<file path="config.mk">
export PLATFORM = sky130hd
export DESIGN_NAME = pbu_top
export DESIGN_NICKNAME = d
export VERILOG_FILES = /design/src/shared/pbu_pkg.sv /design/src/logic/pbu_top.sv /design/src/logic/pbu_comp_mem.sv /design/src/logic/pbu_matcher.sv
export SDC_FILE = /design/constraint.sdc
export NUM_CORES = 1
export LEC_CHECK = 0
export ABC_AREA = 1
export BUFFER_PORTS_ARGS = -buffer_cell sky130_fd_sc_hd__buf_2
export CORE_UTILIZATION = 60
export DETAILED_ROUTE_END_ITERATION = 8
export PLACE_DENSITY_LB_ADDON = 0.3
export SYNTH_ARGS = -nofsm -noshare
export SYNTH_HDL_FRONTEND = slang
export SYNTH_SLANG_ARGS = --single-unit
</file>
<file path="constraint.sdc">
create_clock -name pclk -period 2.2 [get_ports pclk]
set_input_delay 0.66 -clock pclk [delete_from_list [all_inputs] [get_ports pclk]]
set_output_delay 0.66 -clock pclk [all_outputs]
set_load 0.01 [all_outputs]
</file>
<file path="src/shared/pbu_pkg.sv">
// constants and types shared by the patch and breakpoint unit
package pbu_pkg;
  // register byte addresses
  localparam logic [11:0] ctrl_addr    = 12'h000;
  localparam logic [11:0] base_addr    = 12'h004;
  localparam logic [11:0] comp_addr    = 12'h008;
  localparam logic [11:0] addr_mask    = 12'hffc;
  // control register fields
  localparam int ctrl_enable_bit  = 0;
  localparam int ctrl_key_bit     = 1;
  localparam int ctrl_icnt_lo_lsb = 4;
  localparam int ctrl_lcnt_lsb    = 8;
  localparam int ctrl_icnt_hi_lsb = 12;
  // redirect base register fields
  localparam int base_lsb         = 5;
  localparam int base_msb         = 28;
  localparam int base_flag_bit    = 29;
  localparam logic [2:0] sram_top = 3'h1;
  // comparator register fields
  localparam int comp_en_bit      = 0;
  localparam int comp_lsb         = 2;
  localparam int comp_msb         = 28;
  localparam int comp_mode_lsb    = 30;
  localparam logic [1:0] mode_redirect = 2'h0;
  localparam int max_icnt         = 127;
  localparam int max_lcnt         = 15;
  localparam logic [2:0] code_top = 3'h0;

  typedef struct packed {
    logic        valid;
    logic        is_data;
    logic [31:0] addr;
  } pbu_fetch_t;

  typedef struct packed {
    logic        redirect;
    logic        brk_lo;
    logic        brk_hi;
    logic [31:0] target;
  } pbu_match_t;
endpackage

</file>
<file path="src/logic/pbu_top.sv">
// patch and breakpoint unit: apb register bank and fetch/load matching
//
// Added by the designer: register access over APB and the address map.
`timescale 1ns/1ps
//
// Overview of operation
// - instruction comparator count: bits 6:4 at control 14:12, bits 3:0 at 7:4
// - instruction count reads zero only when none are built
// - literal comparator count read-only at control bits 11:8
// - control writes ignored unless bit 1 set; bit 1 reads zero
// - global enable at control bit 0, cleared by reset
// - comparator indices 0 to icount-1 are instruction comparators
// - no more than 127 instruction comparators
// - literal comparators follow at icount..icount+lcount-1, at most 15
// - redirect-supported flag read-only at redirect base bit 29
// - base address bits 28:5 writable when redirection supported
// - without redirection the base field reads zero, writes ignored
// - redirect targets carry top bits 001, inside sram
// - instruction comparators redirect or breakpoint
// - literal comparators only redirect data reads, never breakpoint
// - comparator n redirects to base plus four times n
// - comparator acts only with its enable and global enable set
// - only reads of code region compared, address bits 1:0 ignored
module pbu_top #(
  parameter int icnt     = 6,
  parameter int lcnt     = 2,
  parameter bit remap_ok = 1'b1
) (
  // apb slave
  input  wire logic               pclk,
  input  wire logic               presetn,
  input  wire logic               psel,
  input  wire logic               penable,
  input  wire logic               pwrite,
  input  wire logic        [11:0] paddr,
  input  wire logic        [31:0] pwdata,
  output logic                    pready,
  output logic             [31:0] prdata,
  output logic                    pslverr,
  // access from the fetch and load path
  input  wire pbu_pkg::pbu_fetch_t acc,
  // registered decision
  output pbu_pkg::pbu_match_t     hit,
  output logic                    unit_enabled
);
  localparam int total = icnt + lcnt;
  localparam int depth = (total > 0) ? total : 1;
  localparam int aw    = (depth > 1) ? $clog2(depth) : 1;

  initial begin
    if (icnt < 0 || icnt > pbu_pkg::max_icnt) $error("pbu_top: icnt out of range");
    if (lcnt < 0 || lcnt > pbu_pkg::max_lcnt) $error("pbu_top: lcnt out of range");
  end

  // register state
  logic        enable;
  logic [23:0] base;
  logic        rd_pend;
  logic        rd_sel;
  logic [31:0] rd_fix;

  // bus decode
  wire         setup    = psel && !penable;
  wire         access   = psel && penable;
  wire [11:0]  waddr    = paddr & pbu_pkg::addr_mask;
  wire         hit_ctrl = waddr == pbu_pkg::ctrl_addr;
  wire         hit_base = waddr == pbu_pkg::base_addr;
  wire [11:0]  comp_off = waddr - pbu_pkg::comp_addr;
  wire         hit_comp = waddr >= pbu_pkg::comp_addr
                          && 32'(comp_off[11:2]) < total;
  wire         mapped   = hit_ctrl || hit_base || hit_comp;
  // reads of the comparator store need one extra cycle for the registered memory
  wire         slow     = hit_comp && !pwrite;
  // a write lands only at the edge where the master sees pready
  wire         done     = access && pready;
  wire         wr_ok    = done && pwrite && mapped;
  wire         ctrl_wr  = wr_ok && hit_ctrl && pwdata[pbu_pkg::ctrl_key_bit];
  wire         base_wr  = wr_ok && hit_base && remap_ok;
  wire         comp_wr  = wr_ok && hit_comp;
  wire [aw-1:0] cidx    = aw'(comp_off[11:2]);

  wire [6:0]   icnt_v   = 7'(icnt);
  wire [3:0]   lcnt_v   = 4'(lcnt);
  wire [31:0]  ctrl_rd  = {17'h0, icnt_v[6:4], lcnt_v, icnt_v[3:0],
                           2'h0, 1'b0, enable};
  wire [31:0]  base_rd  = remap_ok ? {2'h0, 1'b1, base, 5'h0} : 32'h0;

  // next read data for the fast registers
  wire [31:0]  next_fix = hit_ctrl ? ctrl_rd : (hit_base ? base_rd : 32'h0);

  always_ff @(posedge pclk or negedge presetn) begin
    if (!presetn) begin
      enable <= 1'b0;
    end else if (ctrl_wr) begin
      enable <= pwdata[pbu_pkg::ctrl_enable_bit];
    end
  end

  always_ff @(posedge pclk or negedge presetn) begin
    if (!presetn) begin
      base <= 24'h0;
    end else if (base_wr) begin
      base <= pwdata[pbu_pkg::base_msb:pbu_pkg::base_lsb];
    end
  end

  always_ff @(posedge pclk or negedge presetn) begin
    if (!presetn) begin
      rd_pend <= 1'b0;
    end else begin
      rd_pend <= access && slow && !rd_pend && !pready;
    end
  end

  always_ff @(posedge pclk or negedge presetn) begin
    if (!presetn) begin
      rd_sel <= 1'b0;
      rd_fix <= 32'h0;
    end else if (setup) begin
      rd_sel <= hit_comp;
      rd_fix <= next_fix;
    end
  end

  logic [31:0]            comp_rd;
  logic [depth-1:0][31:0] words;

  pbu_comp_mem #(
    .depth (depth),
    .aw    (aw)
  ) u_mem (
    .pclk      (pclk),
    .presetn   (presetn),
    .wr_en     (comp_wr),
    .wr_idx    (cidx),
    .wr_data   (pwdata),
    .rd_idx    (cidx),
    .rd_data   (comp_rd),
    .all_words (words)
  );

  // bus answer registered: pready pulses for the completing access cycle
  wire        next_ready = access && !pready && (!slow || rd_pend);
  wire [31:0] next_rdata = rd_sel ? comp_rd : rd_fix;

  always_ff @(posedge pclk or negedge presetn) begin
    if (!presetn) begin
      pready  <= 1'b0;
      prdata  <= 32'h0;
      pslverr <= 1'b0;
    end else begin
      pready  <= next_ready;
      prdata  <= (next_ready && !pwrite) ? next_rdata : 32'h0;
      pslverr <= next_ready && !mapped;
    end
  end

  // matching: instruction comparators first, literals after them
  pbu_pkg::pbu_match_t hits [depth];

  genvar n;
  generate
    for (n = 0; n < depth; n++) begin : g_cmp
      if (n < total) begin : g_real
        pbu_matcher #(
          .index  (n),
          .is_lit (n >= icnt)
        ) u_m (
          .comp_word (words[n]),
          .unit_en   (enable),
          .remap_ok  (remap_ok),
          .base      (base),
          .acc       (acc),
          .hit       (hits[n])
        );
      end else begin : g_none
        assign hits[n] = '0;
      end
    end
  endgenerate

  // lowest index wins when several comparators match
  pbu_pkg::pbu_match_t next_hit;
  always_comb begin
    next_hit = '0;
    for (int k = depth - 1; k >= 0; k--) begin
      if (hits[k].redirect || hits[k].brk_lo || hits[k].brk_hi) begin
        next_hit = hits[k];
      end
    end
    if (!acc.valid || acc.addr[31:30] != 2'h0) begin
      next_hit = '0;
    end
  end

  always_ff @(posedge pclk or negedge presetn) begin
    if (!presetn) begin
      hit          <= '0;
      unit_enabled <= 1'b0;
    end else begin
      hit          <= next_hit;
      unit_enabled <= enable;
    end
  end
endmodule

</file>
<file path="src/logic/pbu_comp_mem.sv">
// storage for the comparator registers with registered read data
`timescale 1ns/1ps
module pbu_comp_mem #(
  parameter int depth = 8,
  parameter int aw    = 3
) (
  // clock and reset
  input  wire logic              pclk,
  input  wire logic              presetn,
  // write port
  input  wire logic              wr_en,
  input  wire logic [aw-1:0]     wr_idx,
  input  wire logic [31:0]       wr_data,
  // read port
  input  wire logic [aw-1:0]     rd_idx,
  output logic      [31:0]       rd_data,
  // flat view for the matchers
  output logic [depth-1:0][31:0] all_words
);
  logic [depth-1:0][31:0] mem;

  initial begin
    if (depth < 1 || (1 << aw) < depth) $error("pbu_comp_mem: bad depth or aw");
  end

  genvar i;
  generate
    for (i = 0; i < depth; i++) begin : g_word
      // the whole word clears at reset: enable, address and mode alike
      always_ff @(posedge pclk or negedge presetn) begin
        if (!presetn) begin
          mem[i] <= 32'h0;
        end else if (wr_en && wr_idx == aw'(i)) begin
          mem[i] <= wr_data;
        end
      end
    end
  endgenerate

  always_ff @(posedge pclk or negedge presetn) begin
    if (!presetn) begin
      rd_data <= 32'h0;
    end else begin
      rd_data <= (32'(rd_idx) < depth) ? mem[rd_idx] : 32'h0;
    end
  end

  assign all_words = mem;
endmodule

</file>
<file path="src/logic/pbu_matcher.sv">
// one address comparator: match, redirect or breakpoint decision
`timescale 1ns/1ps
module pbu_matcher #(
  parameter int index     = 0,
  parameter bit is_lit    = 1'b0
) (
  // comparator setting and global state
  input  wire logic              [31:0] comp_word,
  input  wire logic                     unit_en,
  input  wire logic                     remap_ok,
  input  wire logic              [23:0] base,
  // access under test
  input  wire pbu_pkg::pbu_fetch_t      acc,
  // decision
  output pbu_pkg::pbu_match_t           hit
);
  wire in_code = acc.valid && acc.addr[31:30] == 2'h0;
  wire kind_ok = is_lit ? acc.is_data : !acc.is_data;
  wire on      = comp_word[pbu_pkg::comp_en_bit] && unit_en;
  // bits 1:0 ignored, word granularity
  wire same    = acc.addr[28:2] == comp_word[pbu_pkg::comp_msb:pbu_pkg::comp_lsb];
  wire match   = on && in_code && kind_ok && same && acc.addr[31:29] == pbu_pkg::code_top;
  wire [1:0] mode = is_lit ? pbu_pkg::mode_redirect
                           : comp_word[pbu_pkg::comp_mode_lsb +: 2];
  wire [31:0] tgt = {pbu_pkg::sram_top, base, 5'h0} + 32'(index * 4);

  assign hit.redirect = match && remap_ok && mode == pbu_pkg::mode_redirect;
  assign hit.brk_lo   = match && !is_lit && mode[0];
  assign hit.brk_hi   = match && !is_lit && mode[1];
  assign hit.target   = tgt;
endmodule

</file>
==> reports/results.ini, run 1 <==
[run_status]
status=complete, but fails checks
violations=negative setup slack

[critical_path]
critPathCaptureType=flop
crit_arrival_ns=2.85
cp_slowest_cell=dfrtp_2
cp.required_ns=2.68
cp_max_fo=6
critPathKind=flop to flop
crit_path_start_kind=flop
worstPathCellList=inv_4 -> nor3_4 -> nand4_1 -> nor4_2 -> buf_4 -> nand2_4 -> nand2_2 -> inv_2 -> nand3_4 -> clkinv_8 -> nor2_4
cpPeakStageDelay_ns=0.40
critical_path_buf_inv_count=4
critical-path-top-delay-family=simple AND/OR/NAND/NOR gates

[floorplanning]
initial_core_util=0.608
core_mm2=0.0325
die_x_um=183
chipHeight_um=183
dieArea_mm2=0.0336
boundaryPins=153
num_rows=66

[layout]
n_fill_cell=2354
synthToLayoutAreaGrowth_pct=24.6
stdcell_count=3145
final_layout_size_suffix_gt1_frac=0.223
mostFrequentLayoutCells=642 x nand2_1, 406 x dfrtp_1, 230 x buf_4
layout_commonest_cell=nand2_1
fin_nets=2753
stdcell_area_mm2=0.0246

[sta]
fin_skew_ns=0.0197
timing.fmax_mhz=422
fin_hold_ws_ns=0.0109
fin_crit_sh=1.08
maxSlewViolCount=0
relSlewSlack=0.485
final.setup.tns_ns=-2.97
setup_viol=28
tightest_slew_ns=0.764
layout_setup_ws_ns=-0.170
rsz0062_at_grt=true
hold_viol_final=0
period_minus_slack_ns=2.37

[synth]
ys_async_sr_fraction=1.00
synth.avg_cell_area_um2=8.45
ys.warnings.count=0
synth_seq_cells=407
ys_types=50
synth-edff-count=0
synth_flop_cell=dfrtp_1
ys_seq_area_frac=0.516
syn_area_mm2=0.0197
syn_inst=2335

[placement]
gp_congestion=1.13
dpl.hpwl_um=50300
place_inst=3054
dpl_worst_slack_ns=-0.672
port_buffers=144
placed_cell_area_mm2=0.0228

[routing]
dr.pass1.iters=6
ant_nets=0
drt-total-wl_um=69900
drt-initial-drc-count=2269
vias=18700
vias_per_cell=5.96
drcViolationCount=0
wl_per_cell_um=22.2

[grt]
grt_pass1_wl_um=106000
grt_usage=0.423
antenna_found_initial=4
grt_max_degree=83
grt_pass1_vias=17800
gr-total-overflow=0

[pwr]
pwr-share-clk=0.458
power_frac_comb=0.089
p_sw_w=0.00408
swShare=0.245
pwr-share-seq=0.453
peakVddDrop_v=0.000603
powerDensity_mw_per_mm2=679
p_int_w=0.0126
power_leakage_nw=11.6

[cts]
cts_tree=yes
clk_latency_ns=0.57
cts.sinks=407
root_buffer=clkbuf_16
cts_inserted_buffers=43
clk_pin_slew_ns=0.06
htree_levels=2
cts_max_path_buffers=3

[flow_run]
cap_viol_max_count=0

[min_path]
hold_path_class=input pin to asynchronous set/reset pin

-- final timing paths --
kind	startpoint	end	slack [ns]	depth (start not counted)
min in group pclk	pwdata[0]	enable	0.38	3
max reg2reg	enable	hit[24]	-0.17	11
min	presetn	hit[14]	0.01	1
max	enable	hit[24]	-0.17	11
min reg2reg	u_mem.rd_data[2]	prdata[2]	0.49	2
max in group asynchronous	presetn	enable	1.39	2
-- per-layer routing --
metal | vias up | track usage | routed length, µm
met4 | 4 | 0.201 | 3930
met3 | 247 | 0.0971 | 8190
li1 | 8298 | - | -
met2 | 1249 | 0.633 | 30400
met1 | 8946 | 0.584 | 27300
met5 | - | 0 | 27
-- state kept, by name (all words and copies together), names as in the netlist, 24 cells and up --
| name | flops |
|---|---|
| base | 24 |
| hit | 31 |
| prdata | 32 |
| rd_fix | 26 |
| u_mem.all_words | 256 |
| u_mem.rd_data | 32 |
-- power groups by stage --
stage | clock network (W) | registers (W) | logic, W
final | 0.00765 | 0.00756 | 0.00148
after global routing | 0.00798 | 0.00756 | 0.00156
after CTS | 0.00769 | 0.00756 | 0.00143
after detailed placement | 0 | 0.00769 | 0.00142
after global placement | 0 | 0.00769 | 0.00140
after floorplan | 0 | 0.00769 | 0.000553
-- Yosys cell counts (all sizes together), types with 20 or more instances --
cell       n  area share
a21oi     26      0.0074
nand3     39       0.013
xnor2     83       0.037
nand4     37       0.012
nand2    662        0.13
o22ai     45       0.014
clkbuf    52       0.010
o21ai    351       0.091
a22oi     36       0.014
o2111ai   20      0.0089
inv      233       0.044
xor2      23       0.010
nor2     146       0.029
dfrtp    407        0.52
buf       79       0.028
-- kinds of logic (layout without fill, tap and decap cells) --
| kind of cell | after synthesis | after routing | synth area share |
|---|---|---|---|
| other cells | 1 | 5 | 0.000190 |
| flops | 407 | 407 | 0.516 |
| compound gates | 534 | 534 | 0.159 |
| simple gates | 920 | 920 | 0.193 |
| buf+inv | 366 | 730 | 0.0837 |
| fa+ha+maj | 1 | 1 | 0.000634 |
| xor+xnor | 106 | 106 | 0.0471 |
-- worst register-to-register path, stage by stage, from the launching register on --
cell and delay (ns):
dfrtp_2 0.40, inv_4 0.06, nor3_4 0.28, nand4_1 0.28
nor4_2 0.33, buf_4 0.21, nand2_4 0.06, nand2_2 0.08
inv_2 0.05, nand3_4 0.24, clkinv_8 0.16, nor2_4 0.13
-- per-stage QoR --
stage               utilization  total power, W
floorplan                     -         0.00824
global placement          0.701         0.00909
detailed placement        0.701         0.00911
CTS                       0.749          0.0167
global route              0.757          0.0171
finish                    0.757          0.0167
-- cell type report --
cell class,count,area (µm²),share of cell area
timing repair buffer,415,3240,0.132
sequential,407,10200,0.415
clock buffer,61,1240,0.0506
multi-input combinational,1565,8140,0.331
clock inverter,17,256,0.0104
timing repair inverter,2,20.0,0.000815
antenna,1,2.50,0.000102
tap,442,553,0.0225
inverter,235,922,0.0375
-- repair_timing --
action	in CTS	in global routing
setup endpoints to repair	28	31
pin swaps	2	13
gates cloned	0	2
setup buffers	1	9
hold buffers	0	0
resized for setup	10	56
Power figures use the tool's default switching activity.
==> run 2: changes to the inputs <==
--- a/config.mk
+++ b/config.mk
@@ -9,6 +9,7 @@
 export BUFFER_PORTS_ARGS = -buffer_cell sky130_fd_sc_hd__buf_2
 export CORE_UTILIZATION = 60
 export DETAILED_ROUTE_END_ITERATION = 8
+export GPL_ROUTABILITY_DRIVEN = 0
 export PLACE_DENSITY_LB_ADDON = 0.3
 export SYNTH_ARGS = -nofsm -noshare
 export SYNTH_HDL_FRONTEND = slang
==> constraint.sdc (replaced) <==
create_clock -name pclk -period 2.46 [get_ports pclk]
set_input_delay 0.738 -clock pclk [delete_from_list [all_inputs] [get_ports pclk]]
set_output_delay 0.738 -clock pclk [all_outputs]
set_load 0.01 [all_outputs]
==> run 2 against run 1 <==
The flow now finishes without violations. Global-route usage is 2.7 points lower. Die area stayed put. Non-clock buffer count is 90 lower. Critical endpoint is now hit[34]. Sequential share of layout area is 1.6 points higher. Register-to-register slack better by 0.25 ns. Worst hold slack better by 0.033 ns. Routed wire length is 6.9% lower. Core utilization is 2.8 points lower. Worst setup slack better by 0.21 ns. Combinational power is 17% lower. Total power is 9.7% lower. Via count is 1.4% lower.
==> reports/results.ini, run 2 (synthesis results as in run 1) <==
[critical_path]
r2r-end=hit[34]
crit_path_start_kind=input pin
r2r_cells=15
critPathKind=input pin to flop
cp_max_fo=10
rr_startpoint=u_mem.all_words[66]
r2r_slack_ns=0.08
crit_arrival_ns=2.86
critPathCaptureType=flop
crit_end=hit[34]
cp.required_ns=2.90
startpoint=acc[22]

[routing]
drt-initial-drc-count=2566
dr.pass1.iters=6
wl_per_cell_um=21.3
drt-total-wl_um=65000
vias_per_cell=6.06
ant_nets=0
drcViolationCount=0
vias=18500

[layout]
n_fill_cell=2334
stdcell_count=3051
fin_nets=2660
layout_commonest_cell=nand2_1
seqCellArea_mm2=0.0102
final_layout_size_suffix_gt1_frac=0.178
multi_input_area_mm2=0.00794
final_util=0.729
synthToLayoutAreaGrowth_pct=20.0
largest_register_ffs=256
mostFrequentLayoutCells=657 x nand2_1, 407 x dfrtp_1, 223 x inv_1

[grt]
grt_pass1_vias=17600
grt_usage=0.396
antenna_found_initial=1
grt_max_degree=73
gr-total-overflow=0
grt_pass1_wl_um=99700

[cts]
clk_latency_ns=0.57
post_cts_buffers=0
root_buffer=clkbuf_16
htree_levels=2
cts_inserted_buffers=42
cts_max_path_buffers=3
cts_tree=yes
cts.sinks=407
clk_pin_slew_ns=0.06

[sta]
setup_viol=0
rsz0062_at_grt=false
hold_viol_final=0
layout_setup_ws_ns=0.0438
fin_skew_ns=0.0167
maxSlewViolCount=0
tightest_slew_ns=0.614
relSlewSlack=0.590
fin_crit_sh=0.982
timing.fmax_mhz=414
period_minus_slack_ns=2.42

[placement]
port_buffers=144
dpl_worst_slack_ns=-0.344
dpl.hpwl_um=45700
place_inst=2974

[floorplanning]
boundaryPins=153
num_rows=66
initial_core_util=0.608
dieArea_mm2=0.0336
core_mm2=0.0325
chipHeight_um=183
die_x_um=183

[pwr]
power_leakage_nw=11.1
powerDensity_mw_per_mm2=637
power_w=0.0151
peakVddDrop_v=0.000592

[flow_run]
cap_viol_max_count=0

[run_status]
status=finished, final reports clean

[min_path]
hold_path_class=input pin to asynchronous set/reset pin

[run 2: layout make-up]
class | count | area share
inverters | 235 | 0.0376
multi-input cells | 1565 | 0.335
flip-flops and latches | 407 | 0.430
well taps | 442 | 0.0234
clock buffers | 54 | 0.0502
repair buffers | 325 | 0.108
diodes | 1 | 0.000106
clock inverters | 22 | 0.0150
[run 2: what timing repair did]
item / 4_1_cts / 5_1_grt
setup endpoints to repair: 0 / 26
gates resized for setup: 0 / 6
hold buffers: 0 / 0
[run 2: critical path, stage by stage]
cell and delay, ns:
buf_2 0.24, inv_1 0.11, nand2_1 0.07, nand4_1 0.19, nor2_2 0.27, nand3_2 0.22, nor2_2 0.26, nand2_1 0.17
nand3_1 0.16, nor2_1 0.05, nor2_1 0.08, nand2_1 0.05, nand2_1 0.05, nand2_1 0.05, nand2_1 0.05, nand2_1 0.07
[run 2: how the worst min path moves through the flow]
stage                          start                   to  slack (ns)
floorplan                     enable         unit_enabled        0.43
global placement             base[4]              base[4]        0.46
detailed placement  u_mem.rd_data[2]            prdata[2]        0.47
CTS                          presetn  u_mem.all_words[48]        0.04
global route                 presetn  u_mem.all_words[48]        0.04
finish                       presetn  u_mem.all_words[48]        0.04
[run 2: layer usage]
metal | vias up | track usage | wire length, µm
li1 | 8105 | - | -
met1 | 8586 | 0.514 | 23400
met2 | 1477 | 0.584 | 27700
met3 | 321 | 0.126 | 9420
met4 | 0 | 0.233 | 4510
met5 | - | 0 | 0
[run 2: per-stage QoR]
stage	instance area, µm²	hold WS (ns)	setup TNS [ns]
final	23700	0.0437	0
after global routing	23700	0.0422	0
after CTS	23600	0.0408	0
after detailed placement	22100	0.472	-72.77
after global placement	22100	0.465	-56.97
after floorplan	19700	0.433	0
[run 2: where the power goes]
group          leakage (nW)  switching [W]  internal (W)
logic                  4.74       0.000838      0.000391
clock network         0.745        0.00271       0.00436
registers              5.65      0.0000191       0.00674
total                  11.1        0.00357        0.0115
